[src/inc/wss_pkg.sv]
/*
 wake/sleep supervisor package: constants, timing and mode encodings.
 assumes a single 100 MHz reference clock.
*/
// Behaviour
// - after both supplies first appear the device enters sleep and watches its ports for a wake-up.
// - in sleep a wake-up seen on the iso UART or the UART port starts the start-up procedure.
// - in normal mode ongoing traffic on either port refreshes the watchdog, and the host must talk often enough.
// - the watchdog period is set by software through the communication-timeout count.
// - when the watchdog expires the device falls back to sleep by itself.
// - in normal mode, setting the power-down request sends the device straight to sleep; start-up ignores it.
// - when an important internal supply drops below its valid level the device enters sleep.
// - sleep entered through a supply fault sets the supply-fault-sleep flag.
// - the cell partition selects a contiguous group of active cells starting at cell 11.
// - the round robin measures and checks only enabled cells and skips disabled ones.
// - a supply fault is deglitched, typically 15 us, between 8 us and 24 us.
package wss_pkg;
	localparam int CLK_PERIOD_NS    = 10;
	localparam int FAULT_DEG_TYP_NS = 15000;
	localparam int FAULT_DEG_CYC    = (FAULT_DEG_TYP_NS + CLK_PERIOD_NS - 1) / CLK_PERIOD_NS;
	localparam int WDOG_TICK_NS     = 1000;
	localparam int WDOG_TICK_CYC    = WDOG_TICK_NS / CLK_PERIOD_NS;
	localparam int NUM_CELLS        = 12;
	localparam int TOP_CELL         = 11;
	localparam int CELL_IDX_W       = 4;
	localparam int WDOG_W           = 16;
	localparam int PART_W           = 4;
	localparam int STARTUP_CYC      = 16;
	localparam logic [WDOG_W-1:0] WDOG_RESET = 16'h00FF;

	typedef enum logic [1:0] {
		WSS_SLEEP   = 2'b00,
		WSS_STARTUP = 2'b01,
		WSS_NORMAL  = 2'b10
	} wss_mode_t;
endpackage

[src/logic/wss_deglitch.sv]
/*
 supply fault deglitch filter: the output follows the input only after it
 has held steady for the filter time.
 assumes the fault input has already been synchronised.
*/
`timescale 1ns/1ps
module wss_deglitch
	import wss_pkg::*;
#(
	parameter int FILT_CYC = FAULT_DEG_CYC
) (
	// clock and reset
	input  wire logic ref_clk,
	input  wire logic rst_b,
	input  wire logic clk_en,
	// filter
	input  wire logic raw_in,
	output logic      filt_out
);
	localparam int CW = $clog2(FILT_CYC + 1);
	logic [CW-1:0] cnt;
	wire           differs = raw_in != filt_out;
	wire           done    = cnt == CW'(FILT_CYC - 1);

	always_ff @(posedge ref_clk or negedge rst_b) begin
		if (!rst_b) begin
			cnt      <= '0;
			filt_out <= 1'b0;
		end else if (clk_en) begin
			if (!differs)
				cnt <= '0;
			else if (done) begin
				cnt      <= '0;
				filt_out <= raw_in;
			end else
				cnt <= cnt + CW'(1);
		end
	end
endmodule // wss_deglitch

[src/logic/wss_cell_rr.sv]
/*
 round-robin cell scanner: steps through the cells enabled by the partition
 setting, from the top cell down, and wraps.
 assumes a measurement strobe from the measurement logic.
*/
`timescale 1ns/1ps
module wss_cell_rr
	import wss_pkg::*;
(
	// clock and reset
	input  wire logic                  ref_clk,
	input  wire logic                  rst_b,
	input  wire logic                  clk_en,
	// control
	input  wire logic                  run,
	input  wire logic                  step,
	input  wire logic [PART_W-1:0]     part_cells,
	// status
	output logic      [NUM_CELLS-1:0]  cell_enable,
	output logic      [CELL_IDX_W-1:0] cell_idx
);
	wire [CELL_IDX_W-1:0] lowest;
	wire [CELL_IDX_W-1:0] count_m1;
	wire [NUM_CELLS-1:0]  next_enable;

	// zero means all cells
	assign count_m1 = (part_cells == '0 || part_cells > PART_W'(NUM_CELLS - 1)) ?
		CELL_IDX_W'(NUM_CELLS - 1) : CELL_IDX_W'(part_cells - PART_W'(1));
	assign lowest = CELL_IDX_W'(TOP_CELL) - count_m1;

	genvar g;
	generate
		for (g = 0; g < NUM_CELLS; g++) begin : g_en
			assign next_enable[g] = CELL_IDX_W'(g) >= lowest;
		end
	endgenerate

	always_ff @(posedge ref_clk or negedge rst_b) begin
		if (!rst_b) begin
			cell_enable <= '0;
			cell_idx    <= CELL_IDX_W'(TOP_CELL);
		end else if (clk_en) begin
			cell_enable <= next_enable;
			if (!run)
				cell_idx <= CELL_IDX_W'(TOP_CELL);
			else if (step)
				cell_idx <= (cell_idx <= lowest) ? CELL_IDX_W'(TOP_CELL) :
					cell_idx - CELL_IDX_W'(1);
		end
	end
endmodule // wss_cell_rr

[src/logic/wss_supervisor.sv]
/*
 wake/sleep supervisor: sleep, start-up and normal modes, communication
 watchdog, power-down request, deglitched supply fault with sticky flag,
 and the cell partition for the round robin.
 assumes wake and frame strobes come from the port receivers as pins,
 supply-good levels from the analog monitors; all are synchronised here.
*/
`timescale 1ns/1ps
module wss_supervisor
	import wss_pkg::*;
#(
	parameter int FILT_CYC = FAULT_DEG_CYC,
	parameter int TICK_CYC = WDOG_TICK_CYC
) (
	// clock and reset
	input  wire logic                  ref_clk,
	input  wire logic                  rst_b,
	input  wire logic                  clk_en,
	// supplies
	input  wire logic                  main_supply_ok,
	input  wire logic                  block_sense_supply_ok,
	input  wire logic                  internal_supply_fault,
	// communication ports
	input  wire logic                  iso_wake,
	input  wire logic                  uart_wake,
	input  wire logic                  iso_frame_ok,
	input  wire logic                  uart_frame_ok,
	// configuration
	input  wire logic [WDOG_W-1:0]     comm_timeout_count,
	input  wire logic                  power_down_request,
	input  wire logic [PART_W-1:0]     part_cells,
	input  wire logic                  fault_flag_clear,
	input  wire logic                  meas_step,
	// status
	output wss_mode_t                  mode,
	output logic                       normal_mode,
	output logic                       supply_fault_sleep_flag,
	output logic      [WDOG_W-1:0]     wdog_remaining,
	output logic      [NUM_CELLS-1:0]  cell_enable,
	output logic      [CELL_IDX_W-1:0] cell_idx
);
	localparam int TW = $clog2(TICK_CYC + 1);
	localparam int SW = $clog2(STARTUP_CYC + 1);
	localparam int NS = 7;

	// two-flop synchronisers for every pin input
	logic [NS-1:0] s1;
	logic [NS-1:0] s2;
	wire  [NS-1:0] pins = {main_supply_ok, block_sense_supply_ok, internal_supply_fault,
		iso_wake, uart_wake, iso_frame_ok, uart_frame_ok};

	always_ff @(posedge ref_clk or negedge rst_b) begin
		if (!rst_b) begin
			s1 <= '0;
			s2 <= '0;
		end else if (clk_en) begin
			s1 <= pins;
			s2 <= s1;
		end
	end

	wire main_ok   = s2[6];
	wire sense_ok  = s2[5];
	wire fault_raw = s2[4];
	wire iso_w     = s2[3];
	wire uart_w    = s2[2];
	wire iso_f     = s2[1];
	wire uart_f    = s2[0];

	// edge detect on frame levels
	logic iso_f_d;
	logic uart_f_d;
	wire  frame_seen = (iso_f & ~iso_f_d) | (uart_f & ~uart_f_d);
	wire  wake_seen  = iso_w | uart_w;

	wire fault_filt;
	wss_deglitch #(.FILT_CYC(FILT_CYC)) u_deg (
		.ref_clk  (ref_clk),
		.rst_b    (rst_b),
		.clk_en   (clk_en),
		.raw_in   (fault_raw),
		.filt_out (fault_filt)
	);

	wire supplies_up = main_ok & sense_ok;

	// watchdog tick and countdown
	logic [TW-1:0] tick_cnt;
	logic [SW-1:0] start_cnt;
	wire           tick      = tick_cnt == TW'(TICK_CYC - 1);
	wire           wdog_zero = wdog_remaining == '0;
	wire           in_normal = mode == WSS_NORMAL;
	wire           wdog_exp  = in_normal & wdog_zero & ~frame_seen;
	wire           fault_go  = (mode != WSS_SLEEP) & fault_filt;
	wire           start_end = start_cnt == SW'(STARTUP_CYC - 1);

	wss_mode_t next_mode;

	always_comb begin
		next_mode = mode;
		case (mode)
			WSS_SLEEP: begin
				if (supplies_up && !fault_filt && wake_seen)
					next_mode = WSS_STARTUP;
			end
			WSS_STARTUP: begin
				if (fault_filt || !supplies_up)
					next_mode = WSS_SLEEP;
				else if (start_end)
					next_mode = WSS_NORMAL;
			end
			WSS_NORMAL: begin
				if (fault_filt || !supplies_up)
					next_mode = WSS_SLEEP;
				else if (power_down_request)
					next_mode = WSS_SLEEP;
				else if (wdog_exp)
					next_mode = WSS_SLEEP;
			end
			default: next_mode = WSS_SLEEP;
		endcase
	end

	// reset lands in sleep, waiting for a wake-up
	always_ff @(posedge ref_clk or negedge rst_b) begin
		if (!rst_b)
			mode <= WSS_SLEEP;
		else if (clk_en)
			mode <= next_mode;
	end

	always_ff @(posedge ref_clk or negedge rst_b) begin
		if (!rst_b) begin
			iso_f_d  <= 1'b0;
			uart_f_d <= 1'b0;
		end else if (clk_en) begin
			iso_f_d  <= iso_f;
			uart_f_d <= uart_f;
		end
	end

	always_ff @(posedge ref_clk or negedge rst_b) begin
		if (!rst_b)
			start_cnt <= '0;
		else if (clk_en)
			start_cnt <= (mode == WSS_STARTUP) ? start_cnt + SW'(1) : '0;
	end

	always_ff @(posedge ref_clk or negedge rst_b) begin
		if (!rst_b)
			tick_cnt <= '0;
		else if (clk_en)
			tick_cnt <= (!in_normal || tick) ? '0 : tick_cnt + TW'(1);
	end

	always_ff @(posedge ref_clk or negedge rst_b) begin
		if (!rst_b)
			wdog_remaining <= WDOG_RESET;
		else if (clk_en) begin
			if (!in_normal || frame_seen)
				wdog_remaining <= comm_timeout_count;
			else if (tick && !wdog_zero)
				wdog_remaining <= wdog_remaining - WDOG_W'(1);
		end
	end

	// sticky fault flag; a new fault wins over a clear
	always_ff @(posedge ref_clk or negedge rst_b) begin
		if (!rst_b)
			supply_fault_sleep_flag <= 1'b0;
		else if (clk_en) begin
			if (fault_go)
				supply_fault_sleep_flag <= 1'b1;
			else if (fault_flag_clear)
				supply_fault_sleep_flag <= 1'b0;
		end
	end

	assign normal_mode = in_normal;

	wss_cell_rr u_rr (
		.ref_clk     (ref_clk),
		.rst_b       (rst_b),
		.clk_en      (clk_en),
		.run         (in_normal),
		.step        (meas_step),
		.part_cells  (part_cells),
		.cell_enable (cell_enable),
		.cell_idx    (cell_idx)
	);
endmodule // wss_supervisor

[config.mk]
export PLATFORM = sky130hd
export DESIGN_NAME = wss_supervisor
export DESIGN_NICKNAME = d
export VERILOG_FILES = /design/src/inc/wss_pkg.sv /design/src/logic/wss_deglitch.sv /design/src/logic/wss_cell_rr.sv /design/src/logic/wss_supervisor.sv
export SDC_FILE = /design/constraint.sdc
export NUM_CORES = 1
export LEC_CHECK = 0
export ABC_AREA = 1
export BUFFER_PORTS_ARGS = -buffer_cell sky130_fd_sc_hd__clkbuf_2
export CORE_ASPECT_RATIO = 1.75
export CORE_MARGIN = 3
export CORE_UTILIZATION = 40
export DETAILED_ROUTE_END_ITERATION = 8
export SETUP_SLACK_MARGIN = 0.15
export SLEW_MARGIN = 20
export SYNTH_ARGS = -nofsm -noshare
export SYNTH_HDL_FRONTEND = slang
export SYNTH_SLANG_ARGS = --single-unit
[constraint.sdc]
create_clock -name ref_clk -period 2.1 [get_ports ref_clk]
set_input_delay 0.315 -clock ref_clk [delete_from_list [all_inputs] [get_ports ref_clk]]
set_output_delay 0.315 -clock ref_clk [all_outputs]
set_load 0.02 [all_outputs]
==> out/metrics.csv, run 1 <==
metric;value;unit
ir_worst_vdd;426.9;uV
cts.sinks;75;
crit_fanout;4;
vias;3965;
crit_top_cell;nand2_1;
drt-vias-per-instance;5.019;
fin_setup_tns;0;ns
drive_gt1_share;23.79;%
use_met2;34.51;%
ys.flop_type;dfrtp_1;
cts-root-buf;clkbuf_16;
h-tree-depth;3;
worstSkewPairLatency;0.34;ns
max_stage_delay;0.27;ns
drt_iter0_drc;181;
io_pins;69;
ys_types;38;
final_cell_mix;166 x nand2_1, 67 x clkbuf_2, 64 x dfrtp_1;
fin_nets;705;
mostFrequentLayoutCell;nand2_1;
finalHoldViolCount;0;
coreArea;0.01070;mm2
ant_nets;0;
endpoint_kind;flip-flop;
cts_made_buffers;9;
finClkSkew;0.008671;ns
min_period;1.839;ns
grt_use_met3;3.022;%
ys_seq_area_share;43.13;%
powerDensity;837.8;mW/mm2
area_growth;20.70;%
gr-total-overflow;0;
yosysWarningCount;0;
die-area;0.01230;mm2
place.gp.congestion;0.9283;
netlist_instances;577;
worst_pin_slew;0.5318;ns
die_h;144.5;um
cts_tree;done;
worstSetupStartpointType;input pin;
stdcell_area;0.005290;mm2
dpl_cell_area;0.004950;mm2
portBuffers;68;
track_usage;18.52;%
finalCritPeriodShare;87.57;%
rsz0062_at_grt;true;
worstPathCellList;clkbuf_2 -> inv_1 -> ha_1 -> nand2_1 -> nand2_1 -> inv_2 -> nand3_2 -> inv_2 -> ha_4 -> ha_4 -> nand2_1 -> o21ai_0 -> nand3_1 -> o21ai_0 -> inv_1;
use_met1;19.52;%
crit_family;adder cells;
hpwl;8325;um
fp.dieW;85.13;um
async_reset_ff_share;100.0;%
crit_path_top_delay_cell;ha_4;
crit_buf_inv;5;
setup_viol;0;
dr.pass1.iters;4;
min_path_type;in2reg;
antenna_found_initial;0;
grt_pass1_vias;3995;
arrival;2.10;ns
p_total;4.432;mW
slew_headroom;64.55;%
drv_slew;0;
critPathKind;in2reg;
drc_errors;0;
clock_path_buffers;2;
syn_avg_cell_area;7.596;um2
busiest_layer;met2;
synthesis.nets;627;
rows;50;
fmax;543.8;MHz
wl_per_cell;13.46;um
crit_required;2.36;ns
grt_max_degree;40;
clk_pin_slew;0.06;ns
antenna_cells;0;
finish.utilization;49.45;%
grt_pass1_wl;18210;um
status;finished, final reports clean;
wl;10630;um
power.leakage;2.617;nW
start_util;40.97;%
cap_violations;0;
synth_area;0.004383;mm2
synth_enable_flop_cells;0;
ys_seq_elements;75;
[registers in the layout (all words and copies together), names as in the netlist]
signal,cells
iso_f_d,1
mode,2
s1,7
s2,7
start_cnt,5
supply_fault_sleep_flag,1
tick_cnt,7
u_deg.cnt,11
u_deg.filt_out,1
u_rr.cell_enable,12
u_rr.cell_idx,4
uart_f_d,1
wdog_remaining,16
[layout make-up]
type	count	area [um2]
clock inverters	6	88.84
well taps	130	162.7
clock buffers	10	239.0
repair buffers	82	475.5
fillers	1050	5408
flip-flops and latches	75	1891
multi-input cells	422	2190
inverters	65	244.0
[Yosys cell counts, types with 2 or more instances]
cell type	number	area share [%]
nor2_2	5	0.71
nor3_1	14	1.6
clkbuf_1	5	0.43
xnor2_1	3	0.60
nand3_1	44	5.0
or2_2	8	1.1
nand3b_1	2	0.34
nand4_1	4	0.57
inv_1	62	5.3
nand2_2	10	1.4
o21ai_0	34	3.9
o21ai_2	6	1.2
dfstp_2	11	6.6
nor3b_1	3	0.51
a21oi_1	11	1.3
nand2_1	168	14
buf_2	6	0.69
xor2_1	11	2.2
o31ai_1	2	0.34
nor2_1	60	5.1
ha_1	17	4.9
nor2_4	3	0.77
o21ai_1	2	0.23
nand3_2	3	0.69
dfrtp_1	64	37
buf_6	4	1.0
inv_2	3	0.26
nor3_2	2	0.46
[layer usage]
layer	vias up	wire, um
li1	1983	-
met1	1860	4098
met2	92	5667
met3	30	405
met4	0	463
met5	-	0
[stage by stage]
step / instances / setup WS (ns) / hold slack, ns
final: 790 / 0.2609 / 0.1889
after global routing: 790 / 0.1145 / 0.1928
after CTS: 790 / 0.2658 / 0.1773
after detailed placement: 773 / -0.08889 / 0.3257
after global placement: 773 / -0.001496 / 0.3213
after floorplan: 577 / 0.1679 / 0.01941
[logic make-up after synthesis]
| family | Yosys count | share of synthesized area [%] |
|---|---|---|
| adder cells (fa/ha/maj) | 17 | 4.853 |
| multiplexers | 1 | 0.2284 |
| buffers and inverters | 80 | 7.708 |
| XOR/XNOR | 14 | 2.798 |
| AO/OA/AOI/OAI | 62 | 8.079 |
| AND/OR/NAND/NOR | 328 | 33.20 |
| flip-flops | 75 | 43.13 |
[report_power, final]
part           switching, mW  internal (mW)
clock                  0.594           1.07
combinational          0.626          0.347
sequential             0.164           1.63
total                   1.38           3.05
[worst reg2reg max path: stages (launching register included)]
cell and delay, ns:
dfstp_2 0.54, inv_1 0.12, ha_1 0.26, nand2_1 0.22, inv_1 0.14, nand3_1 0.11
nand3_1 0.08, nand3_1 0.09, nand2_1 0.05
[path summary, 6_finish.rpt]
check                                              start                        endpoint  slack (ns)  cells after the start
min reg2reg                            s1[6]$_DFFE_PN0P_               s1[6]$_DFFE_PN0P_        0.48                      2
max                                        part_cells[0]    u_rr.cell_idx[0]$_DFFE_PN1P_        0.26                     15
max in group asynchronous                          rst_b    u_rr.cell_idx[0]$_DFFE_PN1P_        0.95                      3
min in group asynchronous                          rst_b   wdog_remaining[9]$_DFFE_PN0P_        0.49                      2
min                                        uart_frame_ok               s1[0]$_DFFE_PN0P_        0.19                      3
max reg2reg                wdog_remaining[0]$_DFFE_PN1P_  wdog_remaining[12]$_DFFE_PN0P_        0.39                      8
[timing repair]
| item | 4_1_cts | 5_1_grt |
|---|---|---|
| hold buffers | 1 | 0 |
| buffers inserted | 0 | 0 |
| setup endpoints to repair | 0 | 2 |
| endpoints found under the hold margin | 33 | 0 |
| resized for setup | 0 | 1 |
No activity file was read; power rests on OpenSTA's default activity.
==> run 2: changes to the inputs <==
- ABC_AREA: 1 -> default
==> run 2 against run 1 <==
  * Global-route usage rose by 0.70 points
  * Non-clock buffer count increased by 33
  * Combinational power shrank 26%
  * Clock power about the same
  * Sequential power fell by 6%
  * The flow now finishes with violations (setup timing)
  * Via count shrank 7.7%
  * Routed wire length rose by 2.9%
  * Die area is 5.5% lower
  * Critical path depth is 5 lower
  * Worst hold slack improved by 0.015 ns
==> out/metrics.csv, run 2 <==
metric;value;unit;change
status;finished with violations;;was finished, final reports clean
violations;setup timing;;
slew_headroom;67.87;%;was 64.55%
ys_types;64;;was 38
wl_per_cell;16.57;um;was 13.46 um
synth.top_cells.by_count;64 x dfrtp_1, 43 x nand2_1, 35 x nor2_1;;was 168 x nand2_1, 64 x dfrtp_1, 62 x inv_1
worstSetupStartpointType;input pin;;unchanged
area_growth;31.64;%;was 20.70%
ys_seq_area_share;45.79;%;was 43.13%
synth_enable_flop_cells;0;;unchanged
cts.sinks;75;;unchanged
ant_nets;0;;unchanged
die-area;0.01163;mm2;was 0.01230 mm2
dpl_cell_area;0.004915;mm2;was 0.004950 mm2
power.leakage;2.423;nW;was 2.617 nW
final_cell_mix;65 x clkbuf_2, 64 x dfrtp_1, 42 x nand2_1;;was 166 x nand2_1, 67 x clkbuf_2, 64 x dfrtp_1
hpwl;8140;um;was 8325 um
io_pins;69;;unchanged
synthesis.nets;471;;was 627
powerDensity;753.0;mW/mm2;was 837.8 mW/mm2
final_cells;660;;was 790
netlist_instances;421;;was 577
startpoint;part_cells[0];;unchanged
cts_made_buffers;9;;unchanged
synth_area;0.004129;mm2;was 0.004383 mm2
crit_required;2.37;ns;was 2.36 ns
place.gp.congestion;0.8646;;was 0.9283
portBuffers;68;;unchanged
yosysTopAreaCell;dfrtp_1;;unchanged
r2r_cells;6;;was 8
gr-total-overflow;0;;unchanged
grt_pass1_vias;3799;;was 3995
drv_slew;0;;unchanged
ir_worst_vdd;657.0;uV;was 426.9 uV
antenna_found_initial;0;;unchanged
placed_cells;637;;was 773
rows;48;;was 50
largest_reg_flops;16;;unchanged
r2r_start;u_rr.cell_idx[0]$_DFFE_PN1P_;;was wdog_remaining[0]$_DFFE_PN1P_
mostFrequentLayoutCell;clkbuf_2;;was nand2_1
cts-root-buf;clkbuf_16;;unchanged
drive_gt1_share;35.89;%;was 23.79%
worstSkewPairLatency;0.33;ns;was 0.34 ns
regMostFlops;wdog_remaining;;unchanged
cap_violations;0;;unchanged
min_path_type;in2reg;;unchanged
multi_input_area;0.002216;mm2;was 0.002190 mm2
endpoint_kind;flip-flop;;unchanged
setup_viol;1;;was 0
regArea;0.001891;mm2;unchanged
ys_seq_elements;75;;unchanged
track_usage;19.22;%;was 18.52%
finalHoldViolCount;0;;unchanged
drt_iter0_drc;155;;was 181
drt-vias-per-instance;5.545;;was 5.019
max_stage_delay;0.49;ns;was 0.27 ns
synth_area_leaders;dfrtp_1 39%, dfstp_2 7.0%, ha_1 5.2%, mux2_2 4.6%, nand2_1 3.9%;;was dfrtp_1 37%, nand2_1 14%, dfstp_2 6.6%, inv_1 5.3%, nor2_1 5.1%
wl;10940;um;was 10630 um
fp.dieW;82.80;um;was 85.13 um
crit_fanout;3;;was 4
cts_tree;done;;unchanged
rsz0062_at_grt;true;;unchanged
crit_path_end;u_rr.cell_idx[2]$_DFFE_PN0P_;;was u_rr.cell_idx[0]$_DFFE_PN1P_
crit_top_cell;ha_4;;was nand2_1
worstPathCellList;buf_8 -> buf_4 -> o31ai_1 -> o31a_1 -> ha_4 -> ha_4 -> a41o_1 -> or4b_1 -> a21oi_2 -> a221o_1;;was clkbuf_2 -> inv_1 -> ha_1 -> nand2_1 -> nand2_1 -> inv_2 -> nand3_2 -> inv_2 -> ha_4 -> ha_4 -> nand2_1 -> o21ai_0 -> nand3_1 -> o21ai_0 -> inv_1
drc_errors;0;;unchanged
finalCritPeriodShare;101.7;%;was 87.57%
fin_nets;580;;was 705
stdcell_area;0.005435;mm2;was 0.005290 mm2
h-tree-depth;3;;unchanged
fmax;468.0;MHz;was 543.8 MHz
r2r_end;u_rr.cell_idx[2]$_DFFE_PN0P_;;was wdog_remaining[12]$_DFFE_PN0P_
synth_most_common_cell;dfrtp_1;;was nand2_1
start_util;41.42;%;was 40.97%
nFillCells;938;;was 1050
clk_pin_slew;0.06;ns;about the same
worst_pin_slew;0.4775;ns;was 0.5318 ns
antenna_cells;0;;unchanged
arrival;2.40;ns;was 2.10 ns
yosysWarningCount;0;;unchanged
die_h;140.4;um;was 144.5 um
crit_path_top_delay_cell;or4b_1;;was ha_4
coreArea;0.009970;mm2;was 0.01070 mm2
synth_top_area_share;38.79;%;was 36.54%
vias;3660;;was 3965
syn_avg_cell_area;9.808;um2;was 7.596 um2
p_total;4.093;mW;was 4.432 mW
critPathKind;in2reg;;unchanged
clock_path_buffers;2;;unchanged
finalWorstSetupSlack;-0.03674;ns;was 0.2609 ns
dr.pass1.iters;4;;unchanged
grt_max_degree;35;;was 40
top_regs;wdog_remaining: 16 flops, u_rr.cell_enable: 12 flops, u_deg.cnt: 11 flops;;unchanged
async_reset_ff_share;100.0;%;unchanged
min_period;2.137;ns;was 1.839 ns
finClkSkew;0.007487;ns;was 0.008671 ns
ys.flop_type;dfrtp_1;;unchanged
whs;0.2040;ns;was 0.1889 ns
grt_pass1_wl;18200;um;was 18210 um
reg2reg_slack;0.15;ns;was 0.39 ns
-- run 2: cell count changes after synthesis, moves of 12 or more --
cell,before,now
o21ai_0,34,22
inv_1,62,21
nand2_1,168,43
nand3_1,44,13
mux2_2,0,17
nor2_1,60,35
-- run 2: kinds of logic after synthesis --
| family | Yosys count | share of synthesized area (%) |
|---|---|---|
| buf+inv | 38 | 4.121 |
| simple gates | 152 | 19.21 |
| fa+ha+maj | 17 | 5.151 |
| mux | 21 | 5.606 |
| xor+xnor | 8 | 1.697 |
| flops | 75 | 45.79 |
| compound gates | 110 | 18.42 |
-- run 2: area by class of cell --
class | count | share of cell area, %
Clock inverter | 4 | 1.335
Inverter | 21 | 1.727
Tap cell | 125 | 2.878
Sequential cell | 75 | 34.78
Clock buffer | 12 | 4.719
Timing Repair Buffer | 115 | 13.79
Multi-Input combinational cell | 308 | 40.77
-- run 2: metal layers --
metal	vias to the layer above	routed length, um	track usage, %
met1	1798	4305	20.81
met2	83	5924	35.32
met5	-	0	0
met3	20	430	4.414
met4	0	278	8.269
li1	1759	-	-
-- run 2: worst max-delay path, delay by kind of cell --
kind,cells,cell delay (ns)
buf+inv,2,0.24
fa+ha+maj,2,0.46
simple gates,1,0.49
compound gates,5,0.90
-- run 2: how the worst min path moves through the flow --
stage          cells after the start                   start                        endpoint
2_1_floorplan                      0                   rst_b             iso_f_d$_DFFE_PN0P_
5_1_grt                            2   internal_supply_fault               s1[4]$_DFFE_PN0P_
4_1_cts                            3  comm_timeout_count[15]  wdog_remaining[15]$_DFFE_PN0P_
3_3_place_gp                       1                   rst_b  wdog_remaining[11]$_DFFE_PN0P_
6_report                           3   comm_timeout_count[9]   wdog_remaining[9]$_DFFE_PN0P_
3_5_place_dp                       1                   rst_b  wdog_remaining[11]$_DFFE_PN0P_
-- run 2: report_power, final --
part	internal, mW	switching [mW]	leakage (nW)
combinational	0.309	0.410	1.34
sequential	1.58	0.104	0.928
clock	1.10	0.587	0.159
-- run 2: repair_timing --
| item | 4_1_cts | 5_1_grt |
|---|---|---|
| gates resized for setup | 6 | 26 |
| pin swaps | 0 | 14 |
| endpoints found under the hold margin | 14 | 0 |
| hold buffers | 1 | 0 |
| setup buffers | 0 | 6 |
| setup endpoints to repair | 9 | 20 |
-- run 2: per-stage QoR --
| stage | util (%) | setup WS [ns] | TNS [ns] |
|---|---|---|---|
| 6_report | 54.52 | -0.03674 | -0.03674 |
| 5_1_grt | 54.52 | -0.07622 | -0.07622 |
| 4_1_cts | 52.95 | -0.03322 | -0.03322 |
| 3_5_place_dp | 49.30 | -0.4033 | -1.217 |
| 2_1_floorplan | - | -0.1854 | -0.1854 |
| 3_3_place_gp | 49.30 | -0.3313 | -0.8708 |
==> run 3: changes to the inputs <==
- CORE_UTILIZATION: 40 -> 24
==> run 3 against run 2 <==
  * The flow still finishes with violations (setup timing)
  * Via count barely moved
  * Final cell count is 15% higher
  * Critical path depth is the same
  * Highest routed layer unchanged
  * Combinational power is essentially flat
  * Worst setup slack lost 0.029 ns
  * Fmax decreased by 1.3%
  * Worst hold slack worse by 0.0062 ns
  * Sequential power barely moved
==> out/metrics.csv, run 3 (synthesized netlist as in run 2, its figures left out) <==
metric;value;unit;change
status;finished with violations;;unchanged
violations;setup timing;;unchanged
drc_errors;0;;unchanged
finClkSkew;0.008713;ns;was 0.007487 ns
start_util;24.76;%;was 41.42%
antenna_found_initial;0;;unchanged
worstSkewPairLatency;0.35;ns;was 0.33 ns
antenna_cells;0;;unchanged
coreArea;0.01668;mm2;was 0.009970 mm2
final_cell_mix;65 x clkbuf_2, 64 x dfrtp_1, 42 x nand2_1;;unchanged
dr.pass1.iters;4;;unchanged
hpwl;8235;um;was 8140 um
slew_headroom;51.90;%;was 67.87%
fin_nets;579;;was 580
grt_pass1_wl;18460;um;was 18200 um
clock_path_buffers;2;;unchanged
clk_pin_slew;0.06;ns;about the same
regMostFlops;wdog_remaining;;unchanged
switching_share;28.91;%;was 26.89%
critPathKind;in2reg;;unchanged
mostFrequentLayoutCell;clkbuf_2;;unchanged
ir_worst_vdd;382.7;uV;was 657.0 uV
vias;3659;;was 3660
top_regs;wdog_remaining: 16 flops, u_rr.cell_enable: 12 flops, u_deg.cnt: 11 flops;;unchanged
worstSetupStartpointType;input pin;;unchanged
wl;10960;um;was 10940 um
grt_max_degree;36;;was 35
max_stage_delay;0.48;ns;was 0.49 ns
crit_top_cell;ha_4;;unchanged
worst_pin_slew;0.7208;ns;was 0.4775 ns
gr-total-overflow;0;;unchanged
wl_per_cell;14.46;um;was 16.57 um
setup_viol;1;;unchanged
crit_path_top_delay_cell;or4b_4;;was or4b_1
io_pins;69;;unchanged
fmax;461.7;MHz;was 468.0 MHz
largest_reg_flops;16;;unchanged
cts-root-buf;clkbuf_16;;unchanged
power.leakage;2.404;nW;was 2.423 nW
drive_gt1_share;36.70;%;was 35.89%
drt_iter0_drc;138;;was 155
die-area;0.01888;mm2;was 0.01163 mm2
clock_power_share;38.9;%;was 41.3%
track_usage;11.91;%;was 19.22%
powerDensity;710.7;mW/mm2;was 753.0 mW/mm2
die_h;179.5;um;was 140.4 um
place_worst_setup_slack;-0.4170;ns;was -0.4033 ns
area_growth;33.97;%;was 31.64%
place.gp.congestion;0.8345;;was 0.8646
endpoint_kind;flip-flop;;unchanged
finalWorstSetupSlack;-0.06570;ns;was -0.03674 ns
grt_pass1_vias;3857;;was 3799
worstPathCellList;buf_8 -> buf_4 -> o31ai_1 -> o31a_1 -> ha_4 -> ha_4 -> a41o_1 -> or4b_4 -> a21oi_2 -> a221o_1;;was buf_8 -> buf_4 -> o31ai_1 -> o31a_1 -> ha_4 -> ha_4 -> a41o_1 -> or4b_1 -> a21oi_2 -> a221o_1
cts.sinks;75;;unchanged
drv_slew;0;;unchanged
min_path_type;in2reg;;unchanged
finalHoldViolCount;0;;unchanged
arrival;2.44;ns;was 2.40 ns
p_int;2.795;mW;was 2.992 mW
crit_required;2.37;ns;about the same
portBuffers;68;;unchanged
min_period;2.166;ns;was 2.137 ns
finalCritPeriodShare;103.1;%;was 101.7%
combPwrFrac;18.3;%;was 17.6%
fp.dieW;105.2;um;was 82.80 um
p_total;3.931;mW;was 4.093 mW
cts_made_buffers;9;;unchanged
ant_nets;0;;unchanged
drt-vias-per-instance;4.827;;was 5.545
crit_fanout;3;;unchanged
switchingPower;1.137;mW;was 1.101 mW
rsz0062_at_grt;true;;unchanged
rows;62;;was 48
crit_buf_inv;2;;unchanged
finish.utilization;33.17;%;was 54.52%
whs;0.1979;ns;was 0.2040 ns
crit_family;compound AO/OA/AOI/OAI gates;;unchanged
cap_violations;0;;unchanged
p_seq_share;42.8;%;was 41.1%
cts_tree;done;;unchanged
h-tree-depth;3;;unchanged
[run 3: power by group through the flow]
stage	Combinational, mW	Clock, mW	Sequential, mW
2_1_floorplan	0.325	0	1.77
3_3_place_gp	0.678	0	1.70
3_5_place_dp	0.700	0	1.70
4_1_cts	0.711	1.57	1.68
5_1_grt	0.798	1.64	1.70
6_report	0.720	1.53	1.68
[run 3: final timing paths]
path | cells past startpoint | startpoint | to | slack (ns)
hold / removal | 3 | comm_timeout_count[12] | wdog_remaining[12]$_DFFE_PN0P_ | 0.20
hold reg to reg | 2 | supply_fault_sleep_flag$_DFFE_PN0P_ | supply_fault_sleep_flag$_DFFE_PN0P_ | 0.48
setup reg to reg | 6 | u_rr.cell_idx[0]$_DFFE_PN1P_ | u_rr.cell_idx[2]$_DFFE_PN0P_ | 0.13
max in group asynchronous | 3 | rst_b | s1[3]$_DFFE_PN0P_ | 1.14
setup / recovery | 10 | part_cells[0] | u_rr.cell_idx[2]$_DFFE_PN0P_ | -0.07
min in group asynchronous | 2 | rst_b | u_rr.cell_enable[7]$_DFFE_PN0P_ | 0.40
[run 3: what timing repair did]
item                                    in CTS  in global routing
gates resized for setup                      6                 26
setup buffers                                1                  6
endpoints found under the setup margin       5                 19
endpoints found under the hold margin       18                  0
cloned                                       0                  1
hold buffers                                 1                  0
pin swaps                                    1                 17
[run 3: final cells by class]
| class | count | area (um2) |
|---|---|---|
| clock buffers | 12 | 266.5 |
| clock inverters | 4 | 31.28 |
| fillers | 1723 | 11150 |
| inverters | 21 | 93.84 |
| multi-input cells | 308 | 2237 |
| flip-flops and latches | 75 | 1891 |
| well taps | 224 | 280.3 |
| repair buffers | 114 | 732.0 |
[run 3: stage by stage]
stage                     setup TNS, ns  instances  instance area (um2)
after floorplan                 -0.1854        421                 4194
after global placement          -0.8639        733                 5016
after detailed placement         -1.359        733                 5016
after CTS                      -0.04199        751                 5363
after global routing            -0.1346        758                 5532
final                          -0.06570        758                 5532
[run 3: worst reg2reg max path: cells and delay by family (launching register included)]
kind	cells	cell delay (ns)
compound gates	3	0.48
fa+ha+maj	1	0.30
buf+inv	1	0.08
flops	1	0.56
simple gates	1	0.48
[run 3: metal layers]
layer / GRT usage (%) / up-vias / wire (um)
met1: 12.85 / 1784 / 4209
met3: 2.010 / 26 / 287
met4: 6.358 / 0 / 410
li1: - / 1765 / -
met2: 21.82 / 84 / 6054
met5: 0 / - / 0
